**src/cmsc_pkg.sv**
```systemverilog
package cmsc_pkg;
	localparam int ADDR_W = 12;
	localparam logic [ADDR_W-1:0] CTRL_ONE_OFS = 12'h000;
	localparam logic [ADDR_W-1:0] STATUS_OFS = 12'h004;
	localparam int GAIN_BIT = 7;
	localparam int RANGE_BIT = 6;
	localparam int REFERENCE_SOURCE_SELECT_BIT = 5;
	localparam int MODE_HI = 4;
	localparam int MODE_LO = 3;
	localparam logic [7:0] CTRL_ONE_RST = 8'h00;
	localparam logic [6:0] PRESCALE_LOW = 7'h40;
	localparam logic [6:0] PRESCALE_HIGH = 7'h01;
	localparam int ST_ACTIVE_LO = 0;
	localparam int ST_ACTIVE_HI = 1;
	localparam int ST_BUSY = 2;
	localparam int ST_OFF = 3;
	localparam int ST_XLOCK = 4;
	localparam int ST_WR_HGO = 5;
	localparam int ST_WR_RANGE = 6;
	localparam int ST_WR_REFERENCE_SOURCE_SELECT = 7;
	typedef enum logic [1:0] {
		CMSC_SELF = 2'b00,
		CMSC_FLL_INT = 2'b01,
		CMSC_BYP_EXT = 2'b10,
		CMSC_FLL_EXT = 2'b11
	} cmsc_mode_t;
	localparam logic [31:0] PSLVERR_NONE = 32'h0000_0000;
endpackage : cmsc_pkg

```
**src/cmsc_clock_mode_select.sv**
```systemverilog
// The register offsets and the APB slave port were left to the implementer.
`timescale 1ns/1ns
// Summary of operation
// Bit 7 picks oscillator drive, 0 low power and 1 high gain.
// The gain bit takes only the first write after reset and holds it.
// Any write-once bit ignores every write after its first since reset.
// Bit 6 picks the range, 0 low with prescale 64 and 1 high with prescale 1.
// The range bit is writable once after reset.
// The range only affects clocking in the two external reference modes.
// Bit 5 picks the reference, 0 external clock and 1 crystal oscillator.
// The reference select bit is writable once after reset.
// Bits 4:3 hold the mode: self-clocked, loop internal, bypass external, loop external.
// Bypass external mode waits for external reference ready before switching.
// Entering off mode leaves the stored mode field unchanged.
// Mode writes are ignored while a previous mode change is in progress.
// A first mode write of an internal mode refuses external modes until reset.
// Sticky per-bit written flags and a first-mode-write flag are cleared only by reset.
module cmsc_clock_mode_select (
	input wire logic pclk,
	input wire logic presetn,
	input wire logic psel,
	input wire logic penable,
	input wire logic pwrite,
	input wire logic [cmsc_pkg::ADDR_W-1:0] paddr,
	input wire logic [31:0] pwdata,
	input wire logic [3:0] pstrb,
	input wire logic external_reference_ready,
	input wire logic fll_locked,
	input wire logic gen_off,
	output logic [31:0] prdata,
	output logic pready,
	output logic pslverr,
	output logic high_gain_select,
	output logic range_high,
	output logic [6:0] loop_prescale,
	output logic reference_source_select,
	output logic [1:0] active_mode,
	output logic gen_running
);
	import cmsc_pkg::*;

	function automatic logic is_ext(input logic [1:0] m);
		is_ext = m[1];
	endfunction : is_ext

	logic wr_acc;
	logic ctrl_wr;
	logic [7:0] wbyte;
	logic gain_q, gain_done_q;
	logic range_q, range_done_q;
	logic reference_source_select_q, reference_source_select_done_q;
	logic [1:0] mode_field_q;
	logic mode_first_done_q;
	logic ext_lock_q;
	logic mode_wr_ok;
	logic busy;
	cmsc_mode_t active;
	cmsc_mode_t req_mode;
	logic [7:0] ctrl_rd;
	logic [7:0] stat_rd;

	// one wait state: setup, access, answer
	assign wr_acc = psel && penable && pready && pwrite;
	assign ctrl_wr = wr_acc && (paddr == CTRL_ONE_OFS) && pstrb[0];
	assign wbyte = pwdata[7:0];
	assign req_mode = cmsc_mode_t'(wbyte[MODE_HI:MODE_LO]);

	always_ff @(posedge pclk or negedge presetn) begin
		if (!presetn) begin
			pready <= 1'b0;
		end else begin
			pready <= psel && penable && !pready;
		end
	end

	cmsc_once_bit u_gain (
		.pclk(pclk),
		.presetn(presetn),
		.wr_en(ctrl_wr),
		.wr_val(wbyte[GAIN_BIT]),
		.val_q(gain_q),
		.done_q(gain_done_q)
	);
	cmsc_once_bit u_range (
		.pclk(pclk),
		.presetn(presetn),
		.wr_en(ctrl_wr),
		.wr_val(wbyte[RANGE_BIT]),
		.val_q(range_q),
		.done_q(range_done_q)
	);
	cmsc_once_bit u_reference_source_select (
		.pclk(pclk),
		.presetn(presetn),
		.wr_en(ctrl_wr),
		.wr_val(wbyte[REFERENCE_SOURCE_SELECT_BIT]),
		.val_q(reference_source_select_q),
		.done_q(reference_source_select_done_q)
	);

	// mode write accepted unless busy or locked out
	assign mode_wr_ok = ctrl_wr && !busy && !(ext_lock_q && is_ext(req_mode));

	always_ff @(posedge pclk or negedge presetn) begin
		if (!presetn) begin
			mode_first_done_q <= 1'b0;
			ext_lock_q <= 1'b0;
		end else if (ctrl_wr && !mode_first_done_q) begin
			mode_first_done_q <= 1'b1;
			ext_lock_q <= !is_ext(req_mode);
		end
	end

	// off mode never touches the stored field
	always_ff @(posedge pclk or negedge presetn) begin
		if (!presetn) begin
			mode_field_q <= CTRL_ONE_RST[MODE_HI:MODE_LO];
		end else if (mode_wr_ok) begin
			mode_field_q <= wbyte[MODE_HI:MODE_LO];
		end
	end

	cmsc_mode_seq u_seq (
		.pclk(pclk),
		.presetn(presetn),
		.req_valid(mode_wr_ok),
		.req_mode(req_mode),
		.ext_ready(external_reference_ready),
		.fll_locked(fll_locked),
		.active_q(active),
		.busy_q(busy)
	);

	assign ctrl_rd = {gain_q, range_q, reference_source_select_q, mode_field_q, 3'h0};
	assign stat_rd = {gain_done_q, range_done_q, reference_source_select_done_q, ext_lock_q,
		gen_off, busy, active};

	always_ff @(posedge pclk or negedge presetn) begin
		if (!presetn) begin
			prdata <= 32'h0000_0000;
		end else if (psel && penable && !pready) begin
			if (paddr == CTRL_ONE_OFS) begin
				prdata <= {24'h00_0000, ctrl_rd};
			end else if (paddr == STATUS_OFS) begin
				prdata <= {24'h00_0000, stat_rd};
			end else begin
				prdata <= PSLVERR_NONE;
			end
		end
	end

	always_ff @(posedge pclk or negedge presetn) begin
		if (!presetn) begin
			pslverr <= 1'b0;
		end else begin
			pslverr <= psel && penable && !pready && (paddr != CTRL_ONE_OFS) && (paddr != STATUS_OFS);
		end
	end

	// outputs to the clock generator
	always_ff @(posedge pclk or negedge presetn) begin
		if (!presetn) begin
			high_gain_select <= 1'b0;
		end else begin
			high_gain_select <= gain_q;
		end
	end

	always_ff @(posedge pclk or negedge presetn) begin
		if (!presetn) begin
			reference_source_select <= 1'b0;
		end else begin
			reference_source_select <= reference_source_select_q;
		end
	end

	always_ff @(posedge pclk or negedge presetn) begin
		if (!presetn) begin
			active_mode <= CMSC_SELF;
		end else begin
			active_mode <= active;
		end
	end

	always_ff @(posedge pclk or negedge presetn) begin
		if (!presetn) begin
			gen_running <= 1'b0;
		end else begin
			gen_running <= !gen_off;
		end
	end

	always_ff @(posedge pclk or negedge presetn) begin
		if (!presetn) begin
			range_high <= 1'b0;
			loop_prescale <= PRESCALE_HIGH;
		end else if (is_ext(active)) begin
			range_high <= range_q;
			loop_prescale <= range_q ? PRESCALE_HIGH : PRESCALE_LOW;
		end else begin
			range_high <= 1'b0;
			loop_prescale <= PRESCALE_HIGH;
		end
	end
endmodule : cmsc_clock_mode_select

```
**src/cmsc_once_bit.sv**
```systemverilog
`timescale 1ns/1ns
module cmsc_once_bit (
	input wire logic pclk,
	input wire logic presetn,
	input wire logic wr_en,
	input wire logic wr_val,
	output logic val_q,
	output logic done_q
);
	always_ff @(posedge pclk or negedge presetn) begin
		if (!presetn) begin
			val_q <= 1'b0;
			done_q <= 1'b0;
		end else if (wr_en && !done_q) begin
			val_q <= wr_val;
			done_q <= 1'b1;
		end
	end
endmodule : cmsc_once_bit

```
**src/cmsc_mode_seq.sv**
```systemverilog
`timescale 1ns/1ns
module cmsc_mode_seq (
	input wire logic pclk,
	input wire logic presetn,
	input wire logic req_valid,
	input wire cmsc_pkg::cmsc_mode_t req_mode,
	input wire logic ext_ready,
	input wire logic fll_locked,
	output cmsc_pkg::cmsc_mode_t active_q,
	output logic busy_q
);
	import cmsc_pkg::*;
	cmsc_mode_t target_q;
	always_ff @(posedge pclk or negedge presetn) begin
		if (!presetn) begin
			target_q <= CMSC_SELF;
		end else if (req_valid && !busy_q) begin
			target_q <= req_mode;
		end
	end
	// switch over once the new source is ready
	always_ff @(posedge pclk or negedge presetn) begin
		if (!presetn) begin
			busy_q <= 1'b0;
			active_q <= CMSC_SELF;
		end else if (req_valid && !busy_q) begin
			busy_q <= (req_mode != active_q);
		end else if (busy_q) begin
			unique case (target_q)
				CMSC_BYP_EXT: begin
					if (ext_ready) begin
						active_q <= target_q;
						busy_q <= 1'b0;
					end
				end
				CMSC_FLL_EXT: begin
					if (ext_ready && fll_locked) begin
						active_q <= target_q;
						busy_q <= 1'b0;
					end
				end
				CMSC_FLL_INT: begin
					if (fll_locked) begin
						active_q <= target_q;
						busy_q <= 1'b0;
					end
				end
				CMSC_SELF: begin
					active_q <= target_q;
					busy_q <= 1'b0;
				end
			endcase
		end
	end
endmodule : cmsc_mode_seq

```
**config.mk**
```make
export PLATFORM = sky130hd
export DESIGN_NAME = cmsc_clock_mode_select
export DESIGN_NICKNAME = d
export VERILOG_FILES = /design/src/cmsc_pkg.sv /design/src/cmsc_clock_mode_select.sv /design/src/cmsc_once_bit.sv /design/src/cmsc_mode_seq.sv
export SDC_FILE = /design/constraint.sdc
export NUM_CORES = 1
export LEC_CHECK = 0
export BUFFER_PORTS_ARGS = -buffer_cell sky130_fd_sc_hd__buf_2
export CELL_PAD_IN_SITES_DETAIL_PLACEMENT = 0
export CELL_PAD_IN_SITES_GLOBAL_PLACEMENT = 2
export CORE_MARGIN = 5
export CORE_UTILIZATION = 26
export DETAILED_ROUTE_END_ITERATION = 10
export GPL_ROUTABILITY_DRIVEN = 0
export PLACE_DENSITY_LB_ADDON = 0.1
export SLEW_MARGIN = 20
export SYNTH_ARGS = -nofsm -noshare
export SYNTH_HDL_FRONTEND = slang
export SYNTH_SLANG_ARGS = --single-unit
```
**constraint.sdc**
```tcl
create_clock -name pclk -period 2.53 [get_ports pclk]
set_input_delay 0.1265 -clock pclk [delete_from_list [all_inputs] [get_ports pclk]]
set_output_delay 0.1265 -clock pclk [all_outputs]
set_load 0.02 [all_outputs]
```
==> reports/results.tsv, run 1 <==
metric	value	unit
crit_required	2.69	ns
cts_tree	done	
clk_latency	0.28	ns
area_growth	17.9	%
rows	28	
drv_slew	0	
whs_path_depth	2	
postSynthCellCount	131	
wire_per_inst	12.9	microns
port_buffers	43	
path_max_fanout	8	
hold_path.class	input pin to flop	
cts_sinks	33	
fin_ws	0.879	ns
peakVddDrop	0.000202	V
grt_usage	0.0900	
numCtsBuffers	5	
power_density	542	nW/um^2
vias_per_cell	4.11	
final_cell_mix	buf_2, dfrtp_1, conb_1	
grt_pass1_vias	1111	
place_ws	0.790	ns
arrival	1.81	ns
synth_area_per_cell	12.1	sq um
drv_cap	0	
drt-initial-drc-count	10	
ys_types	34	
grt_antenna_before_repair	0	
status	complete, no violations	
grt_pass1_wl	5310	microns
drc_errors	0	
post-route-util	0.316	
setup_viol	0	
root_buffer	clkbuf_8	
antenna-diode-count	0	
maxSlewHeadroom	0.514	
finalCritPeriodShare	0.652	
layout.cells.non_filler	255	
htree_num_levels	2	
fp.coreArea	5920	sq um
final_antenna_net_count	0	
io_pins	103	
r2r_cells	4	
tightest_slew	0.729	ns
min_period	1.65	ns
nNetsFinal	235	
finalWirelength	3300	microns
drt_pass1_iterations	4	
layout_commonest_cell	buf_2	
hold_end	u_gain.val_q	
hp-start	pwdata[7]	
syn_area	1590	sq um
dieArea	7760	sq um
synth.yosys.warnings	0	
clkSlewWorstSetupHoldPaths	0.07	ns
grt_overflow	0	
postCtsSetupBuffers	0	
clockBufferDepth	2	
p_leak	0.963	nW
crit_path_end_kind	flop	
start_util	0.268	
die_width	88.1	microns
criticalPathCategory	flop to flop	
setup_tns	0	ns
rsz0062_at_grt	no	
hold_violations	0	
vias	1049	
dp_cells	245	
r2r_end	u_seq.target_q[0]	
ys_seq_elements	33	
fp.dieH	88.1	microns
dp_hpwl	2500	microns
grt_max_degree	34	
post_route_cells_drive_above_1_share	0.344	
rr_startpoint	pready	
start_kind	flop	
hold_slack	0.0740	ns
clock.fmax	606	MHz
ys_seq_area_frac	0.521	
rrSetupSlack	0.88	ns
fin_skew	0.00654	ns
## routing by layer
layer | wire length (microns) | global-route usage | up-vias | share of wire
li1 | - | - | 491 | -
met3 | 310 | 0.0207 | 5 | 0.094
met4 | 70 | 0.0453 | 0 | 0.021
met5 | 0 | 0 | - | 0
met2 | 1510 | 0.147 | 53 | 0.46
met1 | 1410 | 0.112 | 500 | 0.43
## power breakdown
part,leakage [nW],internal [mW],switching [mW]
combinational,0.465,0.0249,0.0764
clock,0.0439,0.190,0.193
sequential,0.454,0.530,0.000818
total,0.963,0.745,0.270
## what timing repair did
| action | 4_1_cts | 5_1_grt |
|---|---|---|
| gates resized for setup | 0 | 0 |
| hold endpoints to repair | 33 | 0 |
| hold buffers | 2 | 0 |
## through the flow
stage                     power [mW]  cell area [sq um]
after floorplan                0.633               1690
after global placement         0.638               1760
after global routing            1.07               1870
after CTS                       1.04               1870
after detailed placement       0.640               1760
final                           1.01               1870
## cells in the mapped netlist, drive strengths merged
library cell,count,area share
nor3,4,0.020
nor2,1,0.0024
a32o,3,0.019
o41ai,1,0.0055
mux2i,5,0.032
inv,5,0.012
nor4,3,0.031
dfrtp,32,0.50
clkbuf,2,0.0047
nor2b,1,0.0039
nand2b,6,0.024
mux2,5,0.035
nand3b,1,0.0047
a2111oi,1,0.017
a31oi,5,0.020
o32a,2,0.013
or2,2,0.0079
and4b,1,0.0063
a22o,1,0.0055
nand3,2,0.017
conb,1,0.0024
o21ai,5,0.016
and2,1,0.0039
buf,30,0.14
o31ai,1,0.0047
dfstp,1,0.017
nand2,7,0.017
xnor2,2,0.011
## area by class of cell
cell class / instances / area [sq um]
Fill cell: 607 / 4050
Clock buffer: 5 / 68.8
Inverter: 5 / 18.8
Tap cell: 75 / 93.8
Timing Repair Buffer: 45 / 235
Sequential cell: 33 / 827
Clock inverter: 3 / 17.5
Multi-Input combinational cell: 89 / 609
## registers in the layout, indices dropped and copies added (netlist names)
| signal | count |
|---|---|
| u_range.val_q | 1 |
| prdata | 8 |
| u_seq.target_q | 2 |
| gen_running | 1 |
| u_reference_source_select.val_q | 1 |
| u_gain.val_q | 1 |
| pready | 1 |
| loop_prescale | 2 |
| range_high | 1 |
| u_range.done_q | 1 |
| reference_source_select | 1 |
| u_seq.active_q | 2 |
| ext_lock_q | 1 |
| high_gain_select | 1 |
| mode_field_q | 2 |
| pslverr | 1 |
| u_reference_source_select.done_q | 1 |
| u_gain.done_q | 1 |
| mode_first_done_q | 1 |
| u_seq.busy_q | 1 |
| active_mode | 2 |
## worst max-delay path: stages, from the launching register on
cell and delay [ns]:
dfrtp_1 0.35, and4b_1 0.20, nand3_2 0.21, a2111oi_4 0.42, mux2_1 0.36
## worst max-delay path by stage
stage / start / endpoint / slack [ns] / cells after the start
2_1_floorplan: pready / mode_field_q[0] / 0.90 / 4
3_3_place_gp: paddr[11] / u_seq.target_q[0] / 0.80 / 5
3_5_place_dp: paddr[2] / u_seq.target_q[0] / 0.79 / 5
4_1_cts: pready / u_seq.target_q[0] / 0.85 / 4
5_1_grt: pready / mode_field_q[0] / 0.78 / 4
6_report: pready / u_seq.target_q[0] / 0.88 / 4
## cells by family (layout without fill, tap and decap cells)
logic type | Yosys count | count (layout) | share of synthesized area
AOI/OAI and AO/OA | 19 | 19 | 0.100
xor gates and xnor gates | 2 | 2 | 0.0110
buffers and inverters | 37 | 58 | 0.161
DFF | 33 | 33 | 0.521
muxes | 10 | 10 | 0.0670
other | 1 | 29 | 0.00236
and+or+nand+nor | 29 | 29 | 0.137
(Power assumes the default switching activity.)
==> inputs of run 2 (changes only) <==
--- a/config.mk
+++ b/config.mk
@@ -9,7 +9,7 @@
 export CELL_PAD_IN_SITES_DETAIL_PLACEMENT = 0
 export CELL_PAD_IN_SITES_GLOBAL_PLACEMENT = 2
 export CORE_MARGIN = 5
-export CORE_UTILIZATION = 26
+export CORE_UTILIZATION = 21
 export DETAILED_ROUTE_END_ITERATION = 10
 export GPL_ROUTABILITY_DRIVEN = 0
 export PLACE_DENSITY_LB_ADDON = 0.1
==> constraint.sdc (replaced) <==
create_clock -name pclk -period 1.4 [get_ports pclk]
set_input_delay 0.07 -clock pclk [delete_from_list [all_inputs] [get_ports pclk]]
set_output_delay 0.07 -clock pclk [all_outputs]
set_load 0.02 [all_outputs]
==> run 2 against run 1 <==
Via count grew 3.9%; non-clock buffer count grew 12; final cell count grew 14%; clock skew shrank 0.00057 ns; critical path depth is the same; maximum frequency grew 12%; count of clock-buffer cells in the layout is the same; critical endpoint unchanged; first-iteration DRC count grew to 3.6 times the previous value; the run now ends with setup timing left; sequential share of layout area shrank 3.3 points.
==> reports/results.tsv, run 2 (synthesized netlist as in run 1, its figures left out) <==
metric	value	unit	change
met1_usage	0.0988		-0.0129
vias	1090		+3.9%
violations	setup timing		
fill_cells	805		+33%
nNetsFinal	247		+5.1%
path_max_fanout	6		-2
r2r_end	u_seq.target_q[0]		
finalCritPeriodShare	1.05		+0.400
grt_pass1_wl	6110	microns	+15%
final_antenna_net_count	0		unchanged
fin_ws	-0.0733	ns	-0.953 ns
drv_cap	0		unchanged
wire_per_inst	12.9	microns	-0.60%
rr_startpoint	pready		
clock.fmax	679	MHz	+12%
crit_required	1.57	ns	-1.12 ns
finalWirelength	3740	microns	+13%
grt_usage	0.0812		-0.00879
post-route-util	0.277		-0.0385
grt_pass1_vias	1180		+6.2%
cts_sinks	33		unchanged
min_period	1.47	ns	-0.177 ns
rsz0062_at_grt	yes		
vias_per_cell	3.75		-8.9%
place_ws	-0.196	ns	-0.986 ns
fp.dieH	96.9	microns	+10%
rows	31		+11%
layout.cells.non_filler	291		+14%
r2r_cells	4		unchanged
drv_slew	0		unchanged
area_growth	27.5	%	
dieArea	9390	sq um	+21%
criticalPathCategory	flop to flop		
hold_path.class	input pin to flop		
clk_latency	0.28	ns	about the same
rrSetupSlack	-0.07	ns	-0.95 ns
port_buffers	43		unchanged
clockBufferDepth	2		unchanged
hold_violations	0		unchanged
drt-initial-drc-count	36		+26
start_kind	flop		
fp.coreArea	7290	sq um	+23%
p_leak	1.02	nW	+6.3%
antenna-diode-count	0		unchanged
cts_tree	done		
status	finished, violations left		
hold_slack	0.0207	ns	-0.0532 ns
numCtsBuffers	5		unchanged
arrival	1.64	ns	-0.17 ns
die_width	96.9	microns	+10%
whs_path_depth	2		unchanged
layout_commonest_cell	buf_2		
drt_pass1_iterations	4		unchanged
met3_usage	0.0201		-0.000552
drc_errors	0		unchanged
grt_antenna_before_repair	0		unchanged
dp_cells	280		+14%
start_util	0.218		-0.0504
hp-start	pwdata[7]		
peakVddDrop	0.000349	V	+73%
grt_max_degree	19		-44%
grt_overflow	0		unchanged
htree_num_levels	2		unchanged
largest_reg_flops	8		unchanged
setup_viol	2		+2
regMostFlops	prdata		
use_met2	0.135		-0.0112
grt_busiest_layer	met2		
root_buffer	clkbuf_8		
io_pins	103		unchanged
post_route_cells_drive_above_1_share	0.401		+0.0566
dp_hpwl	3000	microns	+20%
clkSlewWorstSetupHoldPaths	0.08	ns	about the same
hold_end	u_gain.val_q		
final_cell_mix	buf_2, dfrtp_1, conb_1		
crit_path_end_kind	flop		
power_density	922	nW/um^2	+70%
fin_skew	0.00597	ns	-0.000570 ns
## run 2: changes by cell type in the layout (fill, tap and decap cells not counted)
cell	previous run	this run
nor4_1	1	0
nand3_4	1	2
nor4_2	0	1
o31ai_1	1	0
buf_12	0	1
buf_4	0	11
o31ai_2	0	1
nand3_2	1	0
dfrtp_2	0	1
dfrtp_1	32	31
## run 2: worst max-delay path, cell delays in order, from the launching register on
cell and delay, ns:
dfrtp_2 0.35, and4b_1 0.23, nand3_4 0.12, a2111oi_4 0.28
mux2_1 0.37
## run 2: worst max-delay path by stage
stage,slack [ns],to,depth (start not counted),startpoint
final,-0.07,u_seq.target_q[0],4,pready
after global routing,-0.15,u_seq.target_q[0],4,pready
after CTS,-0.09,u_seq.target_q[0],4,pready
after detailed placement,-0.20,u_seq.target_q[0],5,paddr[11]
after global placement,-0.18,u_gain.val_q,6,paddr[11]
after floorplan,-0.08,mode_field_q[0],4,pready
## run 2: where the power goes
| group | total, mW | switching (mW) | leakage (nW) | internal, mW |
|---|---|---|---|---|
| combinational | 0.202 | 0.144 | 0.528 | 0.0582 |
| sequential | 0.959 | 0.00127 | 0.452 | 0.958 |
| clock | 0.705 | 0.362 | 0.0439 | 0.343 |
## run 2: through the flow
step	power (mW)	instance area (sq um)	TNS, ns
2_1_floorplan	1.14	1700	-0.249
3_3_place_gp	1.18	1900	-1.03
3_5_place_dp	1.18	1900	-1.40
4_1_cts	1.91	2020	-0.187
5_1_grt	1.96	2020	-0.446
6_report	1.87	2020	-0.134
## run 2: cell type report
class,instances,area [sq um],area share
clock buffers,5,68.8,0.0340
clock inverters,3,17.5,0.00866
inverters,5,18.8,0.00928
multi-input cells,89,628,0.310
flip-flops and latches,33,828,0.409
well taps,99,124,0.0612
repair buffers,57,338,0.167
## run 2: layer usage
metal | vias to the layer above | part of all wire
met1 | 516 | 0.45
li1 | 518 | -
met3 | 4 | 0.068
met4 | 0 | 0.017
met5 | - | 0
met2 | 52 | 0.46
## run 2: repair_timing
action	in CTS	in global routing
hold buffers	2	0
pin swaps	0	1
setup buffers	1	1
gates resized for setup	1	1
gates cloned	0	0
hold endpoints to repair	17	0
setup endpoints to repair	5	9
==> inputs of run 3 (changes only) <==
--- a/config.mk
+++ b/config.mk
@@ -5,7 +5,9 @@
 export SDC_FILE = /design/constraint.sdc
 export NUM_CORES = 1
 export LEC_CHECK = 0
+export ABC_AREA = 0
 export BUFFER_PORTS_ARGS = -buffer_cell sky130_fd_sc_hd__buf_2
+export CAP_MARGIN = 20
 export CELL_PAD_IN_SITES_DETAIL_PLACEMENT = 0
 export CELL_PAD_IN_SITES_GLOBAL_PLACEMENT = 2
 export CORE_MARGIN = 5
@@ -13,6 +15,7 @@
 export DETAILED_ROUTE_END_ITERATION = 10
 export GPL_ROUTABILITY_DRIVEN = 0
 export PLACE_DENSITY_LB_ADDON = 0.1
+export RECOVER_POWER = 50
 export SLEW_MARGIN = 20
 export SYNTH_ARGS = -nofsm -noshare
 export SYNTH_HDL_FRONTEND = slang
==> run 3 against run 2 <==
The run still ends with setup timing left; total power shrank 0.31%; register-to-register slack is essentially flat; largest power group unchanged; first-iteration DRC count is the same; setup slack is essentially flat; sequential share of layout area grew 0.33 points.
==> reports/results.tsv, run 3 (synthesized netlist as in run 1, its figures left out) <==
metric	value	unit	change
p_leak	1.02	nW	-0.76%
clk_latency	0.28	ns	about the same
path_max_fanout	6		unchanged
setup_viol	2		unchanged
grt_antenna_before_repair	0		unchanged
min_period	1.47	ns	-0.000000100 ns
grt_pass1_wl	6110	microns	unchanged
htree_num_levels	2		unchanged
clockBufferDepth	2		unchanged
rows	31		unchanged
vias_per_cell	3.75		about the same
fin_skew	0.00597	ns	unchanged
setup_tns	-0.134	ns	+0.00000100 ns
peakVddDrop	0.000349	V	about the same
crit_required	1.57	ns	about the same
arrival	1.64	ns	about the same
numCtsBuffers	5		unchanged
p_sw	506	uW	-0.16%
vias	1091		+0.092%
antenna-diode-count	0		unchanged
wire_per_inst	12.8	microns	-0.11%
drv_slew	0		unchanged
p_int	1.35	mW	-0.37%
start_util	0.218		unchanged
criticalPathCategory	flop to flop		
drv_cap	0		unchanged
status	finished, violations left		
place_area	1900	sq um	unchanged
fp.dieH	96.9	microns	unchanged
design_area	2010	sq um	-0.80%
port_buffers	43		unchanged
cts_sinks	33		unchanged
drt_pass1_iterations	4		unchanged
post-route-util	0.275		-0.00223
die_width	96.9	microns	unchanged
grt_usage	0.0812		unchanged
largest_reg_flops	8		unchanged
start_kind	flop		
final_cell_mix	buf_2, dfrtp_1, conb_1		
pwr-share-clk	0.379		about the same
dp_hpwl	3000	microns	unchanged
p_seq_frac	0.516		+0.002
grt_overflow	0		unchanged
power_frac_comb	0.105		-0.003
layout_commonest_cell	buf_2		
fp.coreArea	7290	sq um	unchanged
drc_errors	0		unchanged
regMostFlops	prdata		
io_pins	103		unchanged
clock.fmax	679	MHz	unchanged
root_buffer	clkbuf_8		
dieArea	9390	sq um	unchanged
final_antenna_net_count	0		unchanged
fin_ws	-0.0733	ns	+0.000000100 ns
hold_path.class	input pin to flop		
fill_cells	808		+0.37%
grt_max_degree	19		unchanged
post_route_cells_drive_above_1_share	0.396		-0.00521
area_growth	26.5	%	
nNetsFinal	247		unchanged
finalCritPeriodShare	1.05		about the same
drt-initial-drc-count	36		unchanged
hold_violations	0		unchanged
clkSlewWorstSetupHoldPaths	0.08	ns	about the same
crit_path_end_kind	flop		
violations	setup timing		
finalWirelength	3740	microns	-0.11%
power_density	927	nW/um^2	+0.50%
grt_pass1_vias	1180		unchanged
cts_tree	done		
rsz0062_at_grt	yes		
p_sw_frac	0.272		+0.000409
run 3: cell types whose count changed in the layout (fill, tap and decap cells not counted), sizes merged:
cell    before  now
buf         55   52
clkbuf       5    8
run 3: final timing paths:
kind | slack, ns | endpoint | start | cells past startpoint
worst max register to register | -0.07 | u_seq.target_q[0] | pready | 4
worst max-delay path | -0.07 | u_seq.target_q[0] | pready | 4
max in group asynchronous | 0.35 | high_gain_select | presetn | 3
worst min-delay path | 0.02 | u_gain.val_q | pwdata[7] | 2
worst min register to register | 0.40 | reference_source_select | u_reference_source_select.val_q | 0
min in group asynchronous | 0.27 | prdata[3] | presetn | 2
run 3: through the flow:
stage	hold WS, ns	std cells	worst slack [ns]	power (mW)
finish	0.0207	291	-0.0733	1.86
global route	0.0213	291	-0.146	1.95
CTS	0.00911	291	-0.0878	1.91
detailed placement	0.0494	280	-0.196	1.18
global placement	0.0373	280	-0.176	1.18
floorplan	-0.226	159	-0.0780	1.14
run 3: timing repair:
action                     CTS  global route
hold buffers                 2             0
hold endpoints to repair    17             0
pin swaps                    0             1
gates resized for setup      1             1
setup endpoints to repair    5             9
setup buffers                1             1
run 3: worst max-delay path, stage by stage (launching register included):
cell	delay (ns)
dfrtp_2	0.35
and4b_1	0.23
nand3_4	0.12
a2111oi_4	0.28
mux2_1	0.37
run 3: power by group through the flow:
stage / clock network, mW / logic (mW) / registers (mW)
global route: 0.778 / 0.215 / 0.959
CTS: 0.750 / 0.203 / 0.959
global placement: 0 / 0.198 / 0.978
floorplan: 0 / 0.159 / 0.984
finish: 0.705 / 0.196 / 0.959
detailed placement: 0 / 0.199 / 0.977
run 3: routing by layer:
metal	GRT usage	vias to the layer above	share of wire
met5	0	-	0
met4	0.0356	0	0.017
met3	0.0201	4	0.068
met2	0.135	52	0.46
met1	0.0988	516	0.45
li1	-	519	-
run 3: layout make-up:
class | instances | area [sq um] | share of cell area
inverters | 5 | 18.8 | 0.00935
flip-flops and latches | 33 | 828 | 0.413
well taps | 99 | 124 | 0.0617
clock inverters | 3 | 17.5 | 0.00873
repair buffers | 57 | 322 | 0.160
multi-input cells | 89 | 628 | 0.313
clock buffers | 5 | 68.8 | 0.0343
